===== config.mk =====
export PLATFORM = sky130hd
export DESIGN_NAME = pph_handler
export DESIGN_NICKNAME = d
export VERILOG_FILES = /design/src/inc/pph_pkg.sv /design/src/hw/pph_handler.sv
export SDC_FILE = /design/constraint.sdc
export NUM_CORES = 2
export LEC_CHECK = 0
export BUFFER_PORTS_ARGS = -buffer_cell sky130_fd_sc_hd__buf_2
export CORE_ASPECT_RATIO = 0.5
export CORE_UTILIZATION = 60
export CTS_BUF_LIST = sky130_fd_sc_hd__clkbuf_16
export DETAILED_ROUTE_END_ITERATION = 7
export GPL_TIMING_DRIVEN = 0
export PLACE_DENSITY = 0.86
export SYNTH_ARGS = -nofsm -noshare
export SYNTH_HDL_FRONTEND = slang
export SYNTH_SLANG_ARGS = --single-unit
export TNS_END_PERCENT = 1

===== constraint.sdc =====
create_clock -name pclk -period 14.3 [get_ports pclk]
set_input_delay 3.575 -clock pclk [delete_from_list [all_inputs] [get_ports pclk]]
set_output_delay 3.575 -clock pclk [all_outputs]
set_load 0.005 [all_outputs]

===== src/inc/pph_pkg.sv =====
package pph_pkg;

	// ==========================================
	// timing
	localparam int unsigned CLK_PERIOD_NS = 5;
	localparam int unsigned APP_CYCLE_NS = 1000000;
	localparam int unsigned APP_CYCLE_CLKS = APP_CYCLE_NS / CLK_PERIOD_NS;

	// ==========================================
	// register indices, byte address is four times the index
	localparam logic [15:0] IDX_CTRL = 16'h6040;
	localparam logic [15:0] IDX_STAT = 16'h6041;
	localparam logic [15:0] IDX_HALT_OPT = 16'h605D;
	localparam logic [15:0] IDX_OPSEL = 16'h6060;
	localparam logic [15:0] IDX_FERR_WIN = 16'h6065;
	localparam logic [15:0] IDX_FERR_TMO = 16'h6066;
	localparam logic [15:0] IDX_TOL_WIN = 16'h6067;
	localparam logic [15:0] IDX_DWELL = 16'h6068;
	localparam logic [15:0] IDX_TARGET = 16'h607A;
	localparam logic [15:0] IDX_LIM_MIN = 16'h607D;
	localparam logic [15:0] IDX_LIM_MAX = 16'h6100;
	localparam logic [15:0] IDX_VELOCITY = 16'h6081;
	localparam logic [15:0] IDX_ACCEL = 16'h6083;
	localparam logic [15:0] IDX_DECEL = 16'h6084;
	localparam logic [15:0] IDX_POS_OPT = 16'h60F2;

	// ==========================================
	// control word fields
	localparam int unsigned CW_START = 4;
	localparam int unsigned CW_IMMED = 5;
	localparam int unsigned CW_REL = 6;
	localparam int unsigned CW_HALT = 8;
	localparam int unsigned CW_PASS = 9;

	// status word fields
	localparam int unsigned SW_REACHED = 10;
	localparam int unsigned SW_LIMIT = 11;
	localparam int unsigned SW_ACK = 12;
	localparam int unsigned SW_FERR = 13;

	// ==========================================
	// values and reset values
	localparam logic [7:0] OPSEL_PROFILE_POS = 8'h01;
	localparam logic [1:0] REL_TO_LAST_TARGET = 2'h0;
	localparam logic [1:0] REL_TO_DEMAND = 2'h1;
	localparam logic [1:0] AUTOCLR_ON_ACCEPT = 2'h1;
	localparam logic [15:0] CTRL_RST = 16'h0000;
	localparam logic [7:0] OPSEL_RST = 8'h00;
	localparam logic [31:0] LIM_MIN_RST = 32'h80000000;
	localparam logic [31:0] LIM_MAX_RST = 32'h7FFFFFFF;
	localparam logic [31:0] WORD_RST = 32'h00000000;

	// one move handed to the profile generator
	typedef struct packed {
		logic [31:0] target;
		logic [31:0] velocity;
		logic [31:0] accel;
		logic [31:0] decel;
		logic pass_through;
	} pph_move_t;

endpackage


===== src/hw/pph_handler.sv =====
// Functional notes
// RQ1: master writes 1 into operating_selection before issuing positioning commands.
// RQ2: a travel command starts only on a 0 to 1 change of control bit 4.
// RQ3: entering positioning with bit 4 already set starts the command at once.
// RQ4: bit 5 set executes a new command at once, clear waits for current move.
// RQ5: bit 6 selects absolute or relative; reference follows option bits 0 and 1.
// RQ6: bit 8 halts using the halt option, release restarts with start ramp.
// RQ7: bit 9 set and bit 5 clear passes through current target without braking.
// RQ8: bit 9 is ignored when ramp speed cannot be met at the target.
// RQ9: status bit 10 set when last target held inside window for dwell time.
// RQ10: status bit 11 shows demand position outside software limits.
// RQ11: status bit 12 acknowledges a valid set point, following bit 4.
// RQ12: buffered: bit 12 clears when another fits; start while set is dropped.
// RQ13: no acknowledge for unreachable targets or with running and queued targets.
// RQ14: closed loop: bit 13 set when following error exceeds window past timeout.
// RQ15: device may clear bit 4 itself per option bits 4 and 5.
// RQ16: while moving, one further target with its parameters is buffered.
// RQ17: set points arriving while the buffer is full are discarded.
// RQ18: bit 5 set bypasses the buffer and applies commands directly.
// RQ19: bit 9 keeps profile speed to the target; clear finishes the target fully.
// RQ20: option value 0 makes relative targets refer to the preceding target.
// RQ21: command objects and inputs are processed once per 1 ms cycle.
// RQ22: reset empties the buffer and clears ack, reached and following error.
`timescale 1ns/1ps
module pph_handler #(
	parameter int unsigned TICK_CYCLES = pph_pkg::APP_CYCLE_CLKS,
	parameter int unsigned AW = 18
) (
	input wire logic pclk,
	input wire logic presetn,
	input wire logic ce,
	input wire logic psel,
	input wire logic penable,
	input wire logic pwrite,
	input wire logic [AW-1:0] paddr,
	input wire logic [31:0] pwdata,
	output logic [31:0] prdata,
	output logic pready,
	output logic pslverr,
	output pph_pkg::pph_move_t move,
	output logic move_valid,
	output logic halt,
	output logic [15:0] halt_option,
	input wire logic move_busy,
	input wire logic move_done,
	input wire logic ramp_speed_ok,
	input wire logic [31:0] actual_pos,
	input wire logic [31:0] demand_pos,
	input wire logic [31:0] follow_err,
	input wire logic closed_loop
);

	// ==========================================
	// registers
	logic [15:0] ctrl;
	logic [7:0] opsel;
	logic [15:0] pos_opt;
	logic [31:0] target, velocity, accel, decel;
	logic [31:0] lim_min, lim_max, tol_win, dwell, ferr_win, ferr_tmo;
	logic ack, reached, limit_hit, ferr_flag;

	// ==========================================
	// apb decode
	logic [15:0] idx;
	logic mapped;
	logic wr_en;
	logic [31:0] rd_val;

	assign idx = paddr[17:2];
	assign pready = 1'b1;

	// one decode for read data and unmapped detection
	always_comb begin
		mapped = 1'b1;
		rd_val = 32'h00000000;
		unique case (idx)
			pph_pkg::IDX_CTRL: rd_val = {16'h0000, ctrl};
			pph_pkg::IDX_STAT: rd_val = {18'h00000, ferr_flag, ack, limit_hit, reached, 10'h000};
			pph_pkg::IDX_HALT_OPT: rd_val = {16'h0000, halt_option};
			pph_pkg::IDX_OPSEL: rd_val = {24'h000000, opsel};
			pph_pkg::IDX_FERR_WIN: rd_val = ferr_win;
			pph_pkg::IDX_FERR_TMO: rd_val = ferr_tmo;
			pph_pkg::IDX_TOL_WIN: rd_val = tol_win;
			pph_pkg::IDX_DWELL: rd_val = dwell;
			pph_pkg::IDX_TARGET: rd_val = target;
			pph_pkg::IDX_LIM_MIN: rd_val = lim_min;
			pph_pkg::IDX_LIM_MAX: rd_val = lim_max;
			pph_pkg::IDX_VELOCITY: rd_val = velocity;
			pph_pkg::IDX_ACCEL: rd_val = accel;
			pph_pkg::IDX_DECEL: rd_val = decel;
			pph_pkg::IDX_POS_OPT: rd_val = {16'h0000, pos_opt};
			default: mapped = 1'b0;
		endcase
		if (paddr[1:0] != 2'b00 || (paddr >> 18) != '0) begin
			mapped = 1'b0;
		end
	end

	assign wr_en = ce && psel && penable && pwrite && mapped;

	// read data captured in setup so it comes from a flop in the access phase
	always_ff @(posedge pclk or negedge presetn) begin
		if (!presetn) begin
			prdata <= 32'h00000000;
		end else if (ce && psel && !penable) begin
			prdata <= mapped && !pwrite ? rd_val : 32'h00000000;
		end
	end

	assign pslverr = psel && penable && !mapped;

	// ==========================================
	// application cycle tick
	logic [31:0] tick_cnt;
	logic tick;

	assign tick = (tick_cnt == TICK_CYCLES - 1);

	// RQ21 all command handling rides on this 1 ms strobe
	always_ff @(posedge pclk or negedge presetn) begin
		if (!presetn) begin
			tick_cnt <= 32'h00000000;
		end else if (ce) begin
			tick_cnt <= tick ? 32'h00000000 : tick_cnt + 32'h00000001;
		end
	end

	// ==========================================
	// command decision
	logic active, prev_active, prev_start;
	logic start_evt, tgt_ok, busy_now;
	logic issue_direct, to_buffer, accept, issue_buf;
	logic buf_valid, done_seen;
	logic [31:0] ref_pos, abs_target, last_target;
	pph_pkg::pph_move_t new_move, buf_move;

	assign active = (opsel == pph_pkg::OPSEL_PROFILE_POS);
	// rising edge, or already high while entering positioning
	assign start_evt = tick && active && ctrl[pph_pkg::CW_START]
		&& (!prev_start || !prev_active); // RQ2 RQ3

	// RQ5 RQ20 reference for relative targets
	always_comb begin
		unique case (pos_opt[1:0])
			pph_pkg::REL_TO_LAST_TARGET: ref_pos = last_target;
			pph_pkg::REL_TO_DEMAND: ref_pos = demand_pos;
			default: ref_pos = actual_pos;
		endcase
		abs_target = ctrl[pph_pkg::CW_REL] ? ref_pos + target : target;
	end

	// unreachable targets lie outside the software limits
	assign tgt_ok = $signed(abs_target) >= $signed(lim_min)
		&& $signed(abs_target) <= $signed(lim_max); // RQ13

	assign busy_now = move_busy || move_valid;
	assign new_move.target = abs_target;
	assign new_move.velocity = velocity;
	assign new_move.accel = accel;
	assign new_move.decel = decel;
	// pass through only when the ramp speed holds at the target
	assign new_move.pass_through = ctrl[pph_pkg::CW_PASS] && !ctrl[pph_pkg::CW_IMMED]
		&& ramp_speed_ok; // RQ7 RQ8 RQ19

	// immediate mode skips the buffer, buffered mode queues one entry
	assign issue_direct = start_evt && tgt_ok
		&& (ctrl[pph_pkg::CW_IMMED] || (!busy_now && !buf_valid && !ack)); // RQ4 RQ18
	assign to_buffer = start_evt && tgt_ok && !ctrl[pph_pkg::CW_IMMED]
		&& busy_now && !buf_valid && !ack; // RQ12 RQ16 RQ17
	assign accept = issue_direct || to_buffer;
	assign issue_buf = tick && done_seen && buf_valid && !issue_direct;

	// edge history, sampled once a cycle
	always_ff @(posedge pclk or negedge presetn) begin
		if (!presetn) begin
			prev_active <= 1'b0;
			prev_start <= 1'b0;
		end else if (ce && tick) begin
			prev_active <= active;
			prev_start <= ctrl[pph_pkg::CW_START];
		end
	end

	// done pulses between ticks are kept until the next tick
	always_ff @(posedge pclk or negedge presetn) begin
		if (!presetn) begin
			done_seen <= 1'b0;
		end else if (ce) begin
			done_seen <= move_done || (done_seen && !tick);
		end
	end

	// single pending entry, emptied on reset, when handed over, or by bypass
	always_ff @(posedge pclk or negedge presetn) begin
		if (!presetn) begin
			buf_valid <= 1'b0; // RQ22
			buf_move <= '0;
		end else if (ce) begin
			if (to_buffer) begin
				buf_valid <= 1'b1; // RQ16
				buf_move <= new_move;
			end else if (issue_buf || issue_direct) begin
				buf_valid <= 1'b0; // RQ18
			end
		end
	end

	// move handed to the profile generator
	always_ff @(posedge pclk or negedge presetn) begin
		if (!presetn) begin
			move <= '0;
			move_valid <= 1'b0;
			last_target <= 32'h00000000;
		end else if (ce) begin
			move_valid <= issue_direct || issue_buf;
			if (issue_direct) begin
				move <= new_move; // RQ4
				last_target <= abs_target;
			end else if (issue_buf) begin
				move <= buf_move; // RQ4
				last_target <= buf_move.target;
			end
		end
	end

	// set wins over clear; buffered ack drops once another fits
	always_ff @(posedge pclk or negedge presetn) begin
		if (!presetn) begin
			ack <= 1'b0; // RQ22
		end else if (ce) begin
			if (accept) begin
				ack <= 1'b1; // RQ11
			end else if (tick && (!ctrl[pph_pkg::CW_START]
				|| (!ctrl[pph_pkg::CW_IMMED] && !buf_valid))) begin
				ack <= 1'b0; // RQ11 RQ12
			end
		end
	end

	// ==========================================
	// control registers; software write beats the self clear of bit 4
	always_ff @(posedge pclk or negedge presetn) begin
		if (!presetn) begin
			ctrl <= pph_pkg::CTRL_RST;
		end else if (ce) begin
			if (wr_en && idx == pph_pkg::IDX_CTRL) begin
				ctrl <= pwdata[15:0];
			end else if (accept && pos_opt[5:4] == pph_pkg::AUTOCLR_ON_ACCEPT) begin
				ctrl[pph_pkg::CW_START] <= 1'b0; // RQ15
			end
		end
	end

	// plain parameter registers
	always_ff @(posedge pclk or negedge presetn) begin
		if (!presetn) begin
			opsel <= pph_pkg::OPSEL_RST;
			pos_opt <= 16'h0000;
			halt_option <= 16'h0000;
			target <= pph_pkg::WORD_RST;
			velocity <= pph_pkg::WORD_RST;
			accel <= pph_pkg::WORD_RST;
			decel <= pph_pkg::WORD_RST;
			lim_min <= pph_pkg::LIM_MIN_RST;
			lim_max <= pph_pkg::LIM_MAX_RST;
			tol_win <= pph_pkg::WORD_RST;
			dwell <= pph_pkg::WORD_RST;
			ferr_win <= pph_pkg::WORD_RST;
			ferr_tmo <= pph_pkg::WORD_RST;
		end else if (wr_en) begin
			unique case (idx)
				pph_pkg::IDX_OPSEL: opsel <= pwdata[7:0];
				pph_pkg::IDX_POS_OPT: pos_opt <= pwdata[15:0];
				pph_pkg::IDX_HALT_OPT: halt_option <= pwdata[15:0];
				pph_pkg::IDX_TARGET: target <= pwdata;
				pph_pkg::IDX_VELOCITY: velocity <= pwdata;
				pph_pkg::IDX_ACCEL: accel <= pwdata;
				pph_pkg::IDX_DECEL: decel <= pwdata;
				pph_pkg::IDX_LIM_MIN: lim_min <= pwdata;
				pph_pkg::IDX_LIM_MAX: lim_max <= pwdata;
				pph_pkg::IDX_TOL_WIN: tol_win <= pwdata;
				pph_pkg::IDX_DWELL: dwell <= pwdata;
				pph_pkg::IDX_FERR_WIN: ferr_win <= pwdata;
				pph_pkg::IDX_FERR_TMO: ferr_tmo <= pwdata;
				default: ;
			endcase
		end
	end

	// halt level; the generator brakes per halt_option and restarts on release
	always_ff @(posedge pclk or negedge presetn) begin
		if (!presetn) begin
			halt <= 1'b0;
		end else if (ce && tick) begin
			halt <= active && ctrl[pph_pkg::CW_HALT]; // RQ6
		end
	end

	// ==========================================
	// status flags, evaluated per cycle
	logic [31:0] pos_diff, pos_dist, dwell_cnt, ferr_cnt;
	logic in_win, all_done, ferr_over;

	assign pos_diff = actual_pos - last_target;
	assign pos_dist = pos_diff[31] ? 32'h00000000 - pos_diff : pos_diff;
	assign in_win = pos_dist <= tol_win;
	assign all_done = !busy_now && !buf_valid;
	assign ferr_over = closed_loop && follow_err > ferr_win;

	// dwell counted in application cycles inside the window
	always_ff @(posedge pclk or negedge presetn) begin
		if (!presetn) begin
			dwell_cnt <= 32'h00000000;
			reached <= 1'b0; // RQ22
		end else if (ce && tick) begin
			if (!all_done || !in_win || accept) begin
				dwell_cnt <= 32'h00000000;
				reached <= 1'b0;
			end else if (dwell_cnt >= dwell) begin
				reached <= 1'b1; // RQ9
			end else begin
				dwell_cnt <= dwell_cnt + 32'h00000001;
			end
		end
	end

	// error has to last beyond the timeout, a single spike is tolerated
	always_ff @(posedge pclk or negedge presetn) begin
		if (!presetn) begin
			ferr_cnt <= 32'h00000000;
			ferr_flag <= 1'b0; // RQ22
		end else if (ce && tick) begin
			if (!ferr_over) begin
				ferr_cnt <= 32'h00000000;
				ferr_flag <= 1'b0;
			end else if (ferr_cnt > ferr_tmo) begin
				ferr_flag <= 1'b1; // RQ14
			end else begin
				ferr_cnt <= ferr_cnt + 32'h00000001;
			end
		end
	end

	// demand outside the software window
	always_ff @(posedge pclk or negedge presetn) begin
		if (!presetn) begin
			limit_hit <= 1'b0;
		end else if (ce && tick) begin
			limit_hit <= $signed(demand_pos) < $signed(lim_min)
				|| $signed(demand_pos) > $signed(lim_max); // RQ10
		end
	end

	// ==========================================
	// checks
	AST_START_EDGE: assert property (@(posedge pclk) disable iff (!presetn) // RQ2
		(ce && accept) |-> ctrl[pph_pkg::CW_START] && active && tick)
		else $error("move accepted without start bit");

	AST_ENTRY_START: assert property (@(posedge pclk) disable iff (!presetn) // RQ3
		(ce && tick && active && !prev_active && ctrl[pph_pkg::CW_START]
		&& tgt_ok && ctrl[pph_pkg::CW_IMMED]) |=> move_valid)
		else $error("mode entry with start high did not start");

	AST_IMMEDIATE: assert property (@(posedge pclk) disable iff (!presetn) // RQ4
		(ce && start_evt && tgt_ok && ctrl[pph_pkg::CW_IMMED])
		|=> move_valid && move.target == $past(abs_target))
		else $error("immediate command not issued next cycle");

	AST_NO_ACK_BAD: assert property (@(posedge pclk) disable iff (!presetn) // RQ13
		(ce && start_evt && !tgt_ok && !ack) |=> !ack)
		else $error("ack given for out of range target");

	AST_FULL_DROP: assert property (@(posedge pclk) disable iff (!presetn) // RQ17
		(ce && start_evt && buf_valid && !ctrl[pph_pkg::CW_IMMED])
		|=> buf_move == $past(buf_move) && (!move_valid || move == $past(buf_move)))
		else $error("full buffer took a new set point");

	AST_PASS_GATE: assert property (@(posedge pclk) disable iff (!presetn) // RQ8
		(ce && accept && !ramp_speed_ok) |=> !(move_valid ? move.pass_through : buf_move.pass_through))
		else $error("pass through despite ramp speed miss");

	AST_REACHED: assert property (@(posedge pclk) disable iff (!presetn) // RQ9
		$rose(reached) |-> all_done && in_win)
		else $error("target reached while moving or outside window");

	AST_FERR: assert property (@(posedge pclk) disable iff (!presetn) // RQ14
		$rose(ferr_flag) |-> closed_loop && ferr_cnt > ferr_tmo)
		else $error("following error flag without timeout");

	AST_BUF_ISSUE: assert property (@(posedge pclk) disable iff (!presetn) // RQ16
		(ce && issue_buf) |=> move_valid && !buf_valid ##1 !move_valid)
		else $error("buffered move not handed over once");

endmodule


Yosys cells after proc, flatten, opt, wreduce, memory -nomap -nowiden
Cells that the tools add are included.
{"block": "totals", "register_bits": 804, "input_bits": 156, "out_inout_bits": 181, "wordCells": 190}
{"block": "op_classes", "add_sub_neg": 6, "n_lt_le_gt_ge": 8, "eq_ne": 22, "muxes": 26, "reduce_logical": 88}
{"op": "32-bit case mux with 15 select lines", "count": 1}
{"op": "32-bit 2-to-1 mux", "count": 10}
{"op": "129-bit 2-to-1 mux", "count": 2}
{"op": "16-bit by 15-bit equality test with 1-bit output, second input constant", "count": 15}
{"op": "32-bit by 1-bit adder with 32-bit output, second input constant", "count": 3}
{"op": "32-bit greater-than comparator", "count": 3}
{"op": "32-bit >= comparator", "count": 2}
{"op": "32-bit <= comparator", "count": 2}
{"op": "32-bit case mux with 2 select lines", "count": 1}
{"op": "2-bit AND reduction", "count": 23}
{"op": "1-bit logical AND", "count": 33}
{"op": "32-bit adder", "count": 1}
{"op": "32-bit by 18-bit equality test with 1-bit output, second input constant", "count": 1}
{"op": "32-bit less-than comparator", "count": 1}
{"op": "1-bit by 32-bit subtractor with 32-bit output, first input constant", "count": 1}
{"op": "32-bit subtractor", "count": 1}
{"op": "15-bit OR reduction", "count": 1}
{"op": "1-bit zero test", "count": 14}
{"op": "1-bit 2-to-1 mux", "count": 12}
{"op": "2-bit nonzero test", "count": 6}
{"op": "1-bit logical OR", "count": 10}
{"op": "8-bit by 1-bit equality test with 1-bit output, second input constant", "count": 1}
{"op": "2-bit by 1-bit equality test with 1-bit output, second input constant", "count": 2}
{"op": "2-bit inequality test, second input constant", "count": 2}
{"op": "other kinds (2)", "count": 2}

Depth between registers and ports, before layout
{"block": "logic_depth", "word_depth": 15, "ltp_mapped": 29, "ltp_nobuf": 25}

Least setup slack after synthesis
Ideal clock, no wire load.
{"block": "synth_timing", "path_kind": "input port to output port", "startpoint": "in paddr[17]", "endpoint": "out pslverr", "arrival_time_ps": 5430, "required_time_ps": 10725, "slack_ps": 5295, "stages": 7, "path_buffers": 1, "path_cell_list": "nand4bb_1 -> or4_1 -> buf_2 -> nor4_2 -> nor3_1 -> a311oi_2 -> nor2_1"}
{"block": "synth_via", "elab_chain_cells": 6, "word_cells_on_any_way": 20, "cone_classes": "15 x eq/ne; 2 x mux; 3 x reduce/logical"}
{"element": "from (decl)", "line_no": "pph_handler.sv:35", "text": "input wire logic [AW-1:0] paddr,"}
{"element": "16-bit by 15-bit equality test with 1-bit output", "line_no": "pph_handler.sv:76", "text": "unique case (idx)"}
{"element": "15-bit OR reduction (no line) (*)"}
{"element": "1-bit 2-to-1 mux (*)", "line_no": "pph_handler.sv:76"}
{"element": "1-bit 2-to-1 mux (*)", "line_no": "pph_handler.sv:94", "text": "if (paddr[1:0] != 2'b00 || (paddr >> 18) != '0) begin"}
{"element": "1-bit zero test (*)", "line_no": "pph_handler.sv:110", "text": "assign pslverr = psel && penable && !mapped;"}
{"element": "1-bit logical AND (*)", "line_no": "pph_handler.sv:110"}
{"element": "to (decl)", "line_no": "pph_handler.sv:39", "text": "output logic pslverr,"}
Every way passes the cells marked *; elsewhere a longest branch is shown, timed or not.

Worst setup path in the final report
{"block": "layout_timing", "startpoint": "in demand_pos[0]", "endpoint": "reg move[105] (netlist name)"}
{"block": "layout_via", "elab_chain_cells": 11, "word_cells_on_any_way": 13, "cone_classes": "1 x add/sub; 2 x order compare; 3 x mux; 7 x reduce/logical"}
{"element": "from (decl)", "line_no": "pph_handler.sv:48", "text": "input wire logic [31:0] demand_pos,"}
{"element": "32-bit case mux with 2 select lines (*)", "line_no": "pph_handler.sv:144", "text": "unique case (pos_opt[1:0])"}
{"element": "32-bit adder (*)", "line_no": "pph_handler.sv:149", "text": "abs_target = ctrl[pph_pkg::CW_REL] ? ref_pos + target : target;"}
{"element": "32-bit 2-to-1 mux (*)", "line_no": "pph_handler.sv:149"}
{"element": "via abs_target[26]", "line_no": "pph_handler.sv:134", "text": "logic [31:0] ref_pos, abs_target, last_target;"}
{"element": "32-bit >= comparator or 32-bit <= comparator (tied branches)", "line_no": "pph_handler.sv:153, pph_handler.sv:154"}
{"element": "1-bit logical AND (*)", "line_no": "pph_handler.sv:154", "text": "&& $signed(abs_target) <= $signed(lim_max);"}
{"element": "1-bit logical AND (*)", "line_no": "pph_handler.sv:166", "text": "assign issue_direct = start_evt && tgt_ok"}
{"element": "1-bit logical AND (*)", "line_no": "pph_handler.sv:167", "text": "&& (ctrl[pph_pkg::CW_IMMED] || (!busy_now && !buf_valid && !ack));"}
{"element": "1-bit zero test", "line_no": "pph_handler.sv:171", "text": "assign issue_buf = tick && done_seen && buf_valid && !issue_direct;"}
{"element": "1-bit logical AND", "line_no": "pph_handler.sv:171"}
{"element": "2-bit nonzero test (no line)"}
{"element": "2-bit AND reduction (no line)"}
{"element": "to (signal assigned)", "line_no": "pph_handler.sv:217", "text": "move <= new_move;"}
{"element": "to (signal assigned)", "line_no": "pph_handler.sv:220", "text": "move <= buf_move;"}
{"element": "to (decl)", "line_no": "pph_handler.sv:40", "text": "output pph_pkg::pph_move_t move,"}
Mark *: on every way through the listed nets, which the timed path passes. The rest lies on a longest branch.
A chain may end at the register's enable or synchronous reset.

==> out/summary.md <==
The path class of the tightest hold or removal check is reg -> reg. In this run the standard cell core region covers 73900 µm². The library cell used most frequently in the layout, excluding fill and tap cells, is sky130_fd_sc_hd__dfrtp_1.

The design draws 4.52 mW. The sequential share of the synthesized area was 42.7%. The routed design could run at a clock period as short as 12.58 ns. The top-area cell type share of the netlist area works out to 40.8%. Yosys attributes the largest share of cell area to sky130_fd_sc_hd__dfrtp_1 (41%), sky130_fd_sc_hd__ha_1 (8.9%), sky130_fd_sc_hd__mux2_1 (8.4%), sky130_fd_sc_hd__nand2_1 (6.0%), sky130_fd_sc_hd__mux2i_1 (4.1%).

The logs give 0 for the number of antenna-violating nets in the routed design and 0 for the post-cts sizing count. Setup repair after global routing left no endpoint under its margin. The half-perimeter wire length of the detailed placement result is 143000 µm.

The max-capacitance violation count is 1, and the met1 demand-to-capacity share in global routing is 61.9%. The tools report the worst hold slack as 0.468 ns. The count of input and output buffers is 315, and the clock latency of the later-clocked register in the worst-skew pair is 0.70 ns. The headroom to the max-slew limit came out at 0.460%. Busiest layer in global routing: met2. For the number of global-route vias before repair, the log shows 38200. The logs give 70 for the total CTS buffers and 3 for the CTS H-tree depth. The starting utilization of the core area was 61.3%; the post-synthesis area per instance was 9.80 µm².

Clock tree synthesis found a total of 772 sinks. Sequential standard cell area: 19400 µm². Entering global routing, the biggest net connects 124 pins. The fraction of the cycle the final worst path needs was 88.0%. The floorplan step set the die width to 391 µm.

The tools report the met3 routing resource usage after global routing as 23.9%. The combined global-route utilization of all metal layers is 46.7%, and the number of buffers added to fix hold violations after cts is 0. The number of standard-cell rows in the floorplan was 70; the total congestion overflow after global routing was 0. IR analysis of the VDD net gives a maximum drop of 0.0000849 V. The logs give 3 for the maximum root-to-sink buffer count and 337 for the number of top-level design ports. Yosys printed 0 warnings. Summed over all failing endpoints, the final setup total negative slack is 0 ns. Total count of hold-check failures in the final report: 0. The largest single stage delay on the critical path is 1.18 ns. The layout overhead on the synthesized area is 11.9%, and the number of design-rule violations left by the first detailed-router iteration is 5497. The library cell contributing the largest single delay on the critical path was sky130_fd_sc_hd__a2bb2oi_1. Summed over all layers, the routed wires come to 181000 µm.

In the synthesized netlist the dominant register cell turns out to be sky130_fd_sc_hd__dfrtp_1. The tools report the first-pass GRT wire length as 257000 µm. The worst setup path is of the in -> reg kind. Post-CTS timing repair inserted 0 buffers for setup. First-pass iteration count of the detailed router: 8. Dividing the detail-routed via count by the number of cells gives 6.64. The layout filler cell count came out at 5711. Synthesis handed over a netlist of 4625 instances.

For the count of different cell masters after synthesis, the log shows 96. The tree is rooted in a sky130_fd_sc_hd__clkbuf_16. The timing-limited maximum frequency was 0.0795 GHz. The routed layout has 40500 vias. The die covers 76700 µm².

The tools report the static leakage power as 24.5 nW. STA classifies the critical path endpoint as a flop. In the layout the commonest cells are sky130_fd_sc_hd__dfrtp_1 (740), sky130_fd_sc_hd__nand2_1 (720), sky130_fd_sc_hd__buf_2 (367), sky130_fd_sc_hd__mux2_1 (338), sky130_fd_sc_hd__ha_1 (321). The async set-or-reset flop fraction in the synthesized netlist came out at 100%.

STA puts the critical path data required time at 14.84 ns. TritonCTS built the clock tree. The number of flops mapped to enable cells by yosys came out at 0.

The die height came out at 196 µm. The family with the most delay on the worst path is compound AO/OA/AOI/OAI gates. The tools report the number of antenna violations at the first check in global routing as 8.

In the routed design, unresolved DRC markers number 9. The met2 global-route usage was 64.5%. The fraction of final layout cells sized beyond drive strength 1 was 12.4%.

The worst-margin pin slew is 1.49 ns, and the clock-pin slew of the registers on the worst-case setup and hold paths is 0.08 ns. In this run, synthesis produced a sequential element count of 772. Routability-driven placement finished with a final weighted congestion of 1.05.

Summing all multi-input logic gate instances after layout gives 23900 µm². The clock arrives with 0.0338 ns of skew. Cells fill 68.6% of the core in the end. The final reports fail on design-rule violations, max-capacitance violations.

In the final routed layout, each cell accounts on average for 29.6 µm. Count of pins over their slew limit: 0. The total power density per cell area came out at 89.2 nW/µm². The flow ran to the end, but the final reports show violations. The buffering stage count on the worst path with inverters included came out at 4. The top fanout value on the critical path was 10; the data arrival at the endpoint of the critical path was 13.11 ns. The tools report the startpoint type of the worst setup path as a primary input. Top cell type by total area after synthesis: sky130_fd_sc_hd__dfrtp_1.

The cell area that synthesis handed to floorplanning was 45300 µm². The net count of the finished layout is 5498. Synthesis produced a netlist with a net count of 5104.

Setup violations remaining at the end of the flow were counted as 0.
==> layout make-up <==
class | count | area share [%]
Sequential cell | 772 | 38.1
Tap cell | 1008 | 2.49
Clock inverter | 57 | 1.04
Multi-Input combinational cell | 3323 | 47.1
Clock buffer | 71 | 3.50
Inverter | 290 | 2.15
Buffer | 240 | 1.99
Antenna cell | 18 | 0.0888
Timing Repair Buffer | 322 | 3.47
==> routing by layer <==
metal  part of all wire (%)  routed length (µm)
met1                     39               70700
met2                     40               72500
met3                     16               28700
met4                    4.7                8420
met5                   0.20                 358
==> per-stage QoR <==
step / instances / cell area, µm² / setup WS [ns]
floorplan: 4625 / 45300 / 5.30
global placement: 5948 / 48200 / -6.13
detailed placement: 5955 / 48400 / 1.84
CTS: 6083 / 50700 / 2.51
global route: 6084 / 50700 / 1.65
finish: 6101 / 50700 / 1.72
==> power breakdown <==
group	leakage, nW	internal [mW]	switching [mW]
Combinational	12.8	0.114	0.246
Clock	1.18	1.03	0.935
Sequential	10.5	2.19	0.00780
Total	24.5	3.34	1.19
==> logic make-up after synthesis <==
logic type | synth area share [%]
adders and majority gates | 8.95
AOI/OAI and AO/OA | 13.3
and+or+nand+nor | 13.7
muxes | 13.9
buffers and inverters | 4.62
other | 0.00827
DFF | 42.7
xor gates and xnor gates | 2.80
==> cells in the mapped netlist, drive strengths merged (22+ instances only) <==
cell type,count
a21o,91
a221oi,37
xnor2,109
nand4,101
nor3,70
a21oi,169
a211oi,22
ha,321
inv,290
xor2,35
nand2,720
nand3,91
a22oi,74
nor2b,26
mux2,393
dfstp,32
o21ai,298
a22o,43
and3,32
nor2,188
dfrtp,740
mux2i,187
clkbuf,141
buf,99
==> tightest hold or removal path: stages, from the launching register on <==
cell	delay (ns)
sky130_fd_sc_hd__dfrtp_1	0.34
sky130_fd_sc_hd__nand2_1	0.05
sky130_fd_sc_hd__nand2_1	0.05
==> final timing paths <==
check,slack [ns],cells past startpoint,to,startpoint
min in group asynchronous,2.88,1,move[10],presetn
max in group asynchronous,9.28,4,tol_win[25],presetn
max,1.72,26,move[105],demand_pos[0]
min reg2reg,0.47,2,buf_move[105],buf_move[105]
min,0.47,2,buf_move[105],buf_move[105]
max reg2reg,2.56,27,move[105],pos_opt[0]
==> state kept, by name, summed over array words and instances (netlist names), 32 cells and up <==
name       count
lim_min       32
tick_cnt      32
decel         32
move         129
buf_move     129
dwell_cnt     32
ferr_cnt      32
target        32
dwell         32
ferr_win      32
accel         32
velocity      32
ferr_tmo      32
prdata        32
lim_max       32
tol_win       32
No activity file was read; power rests on OpenSTA's default activity.
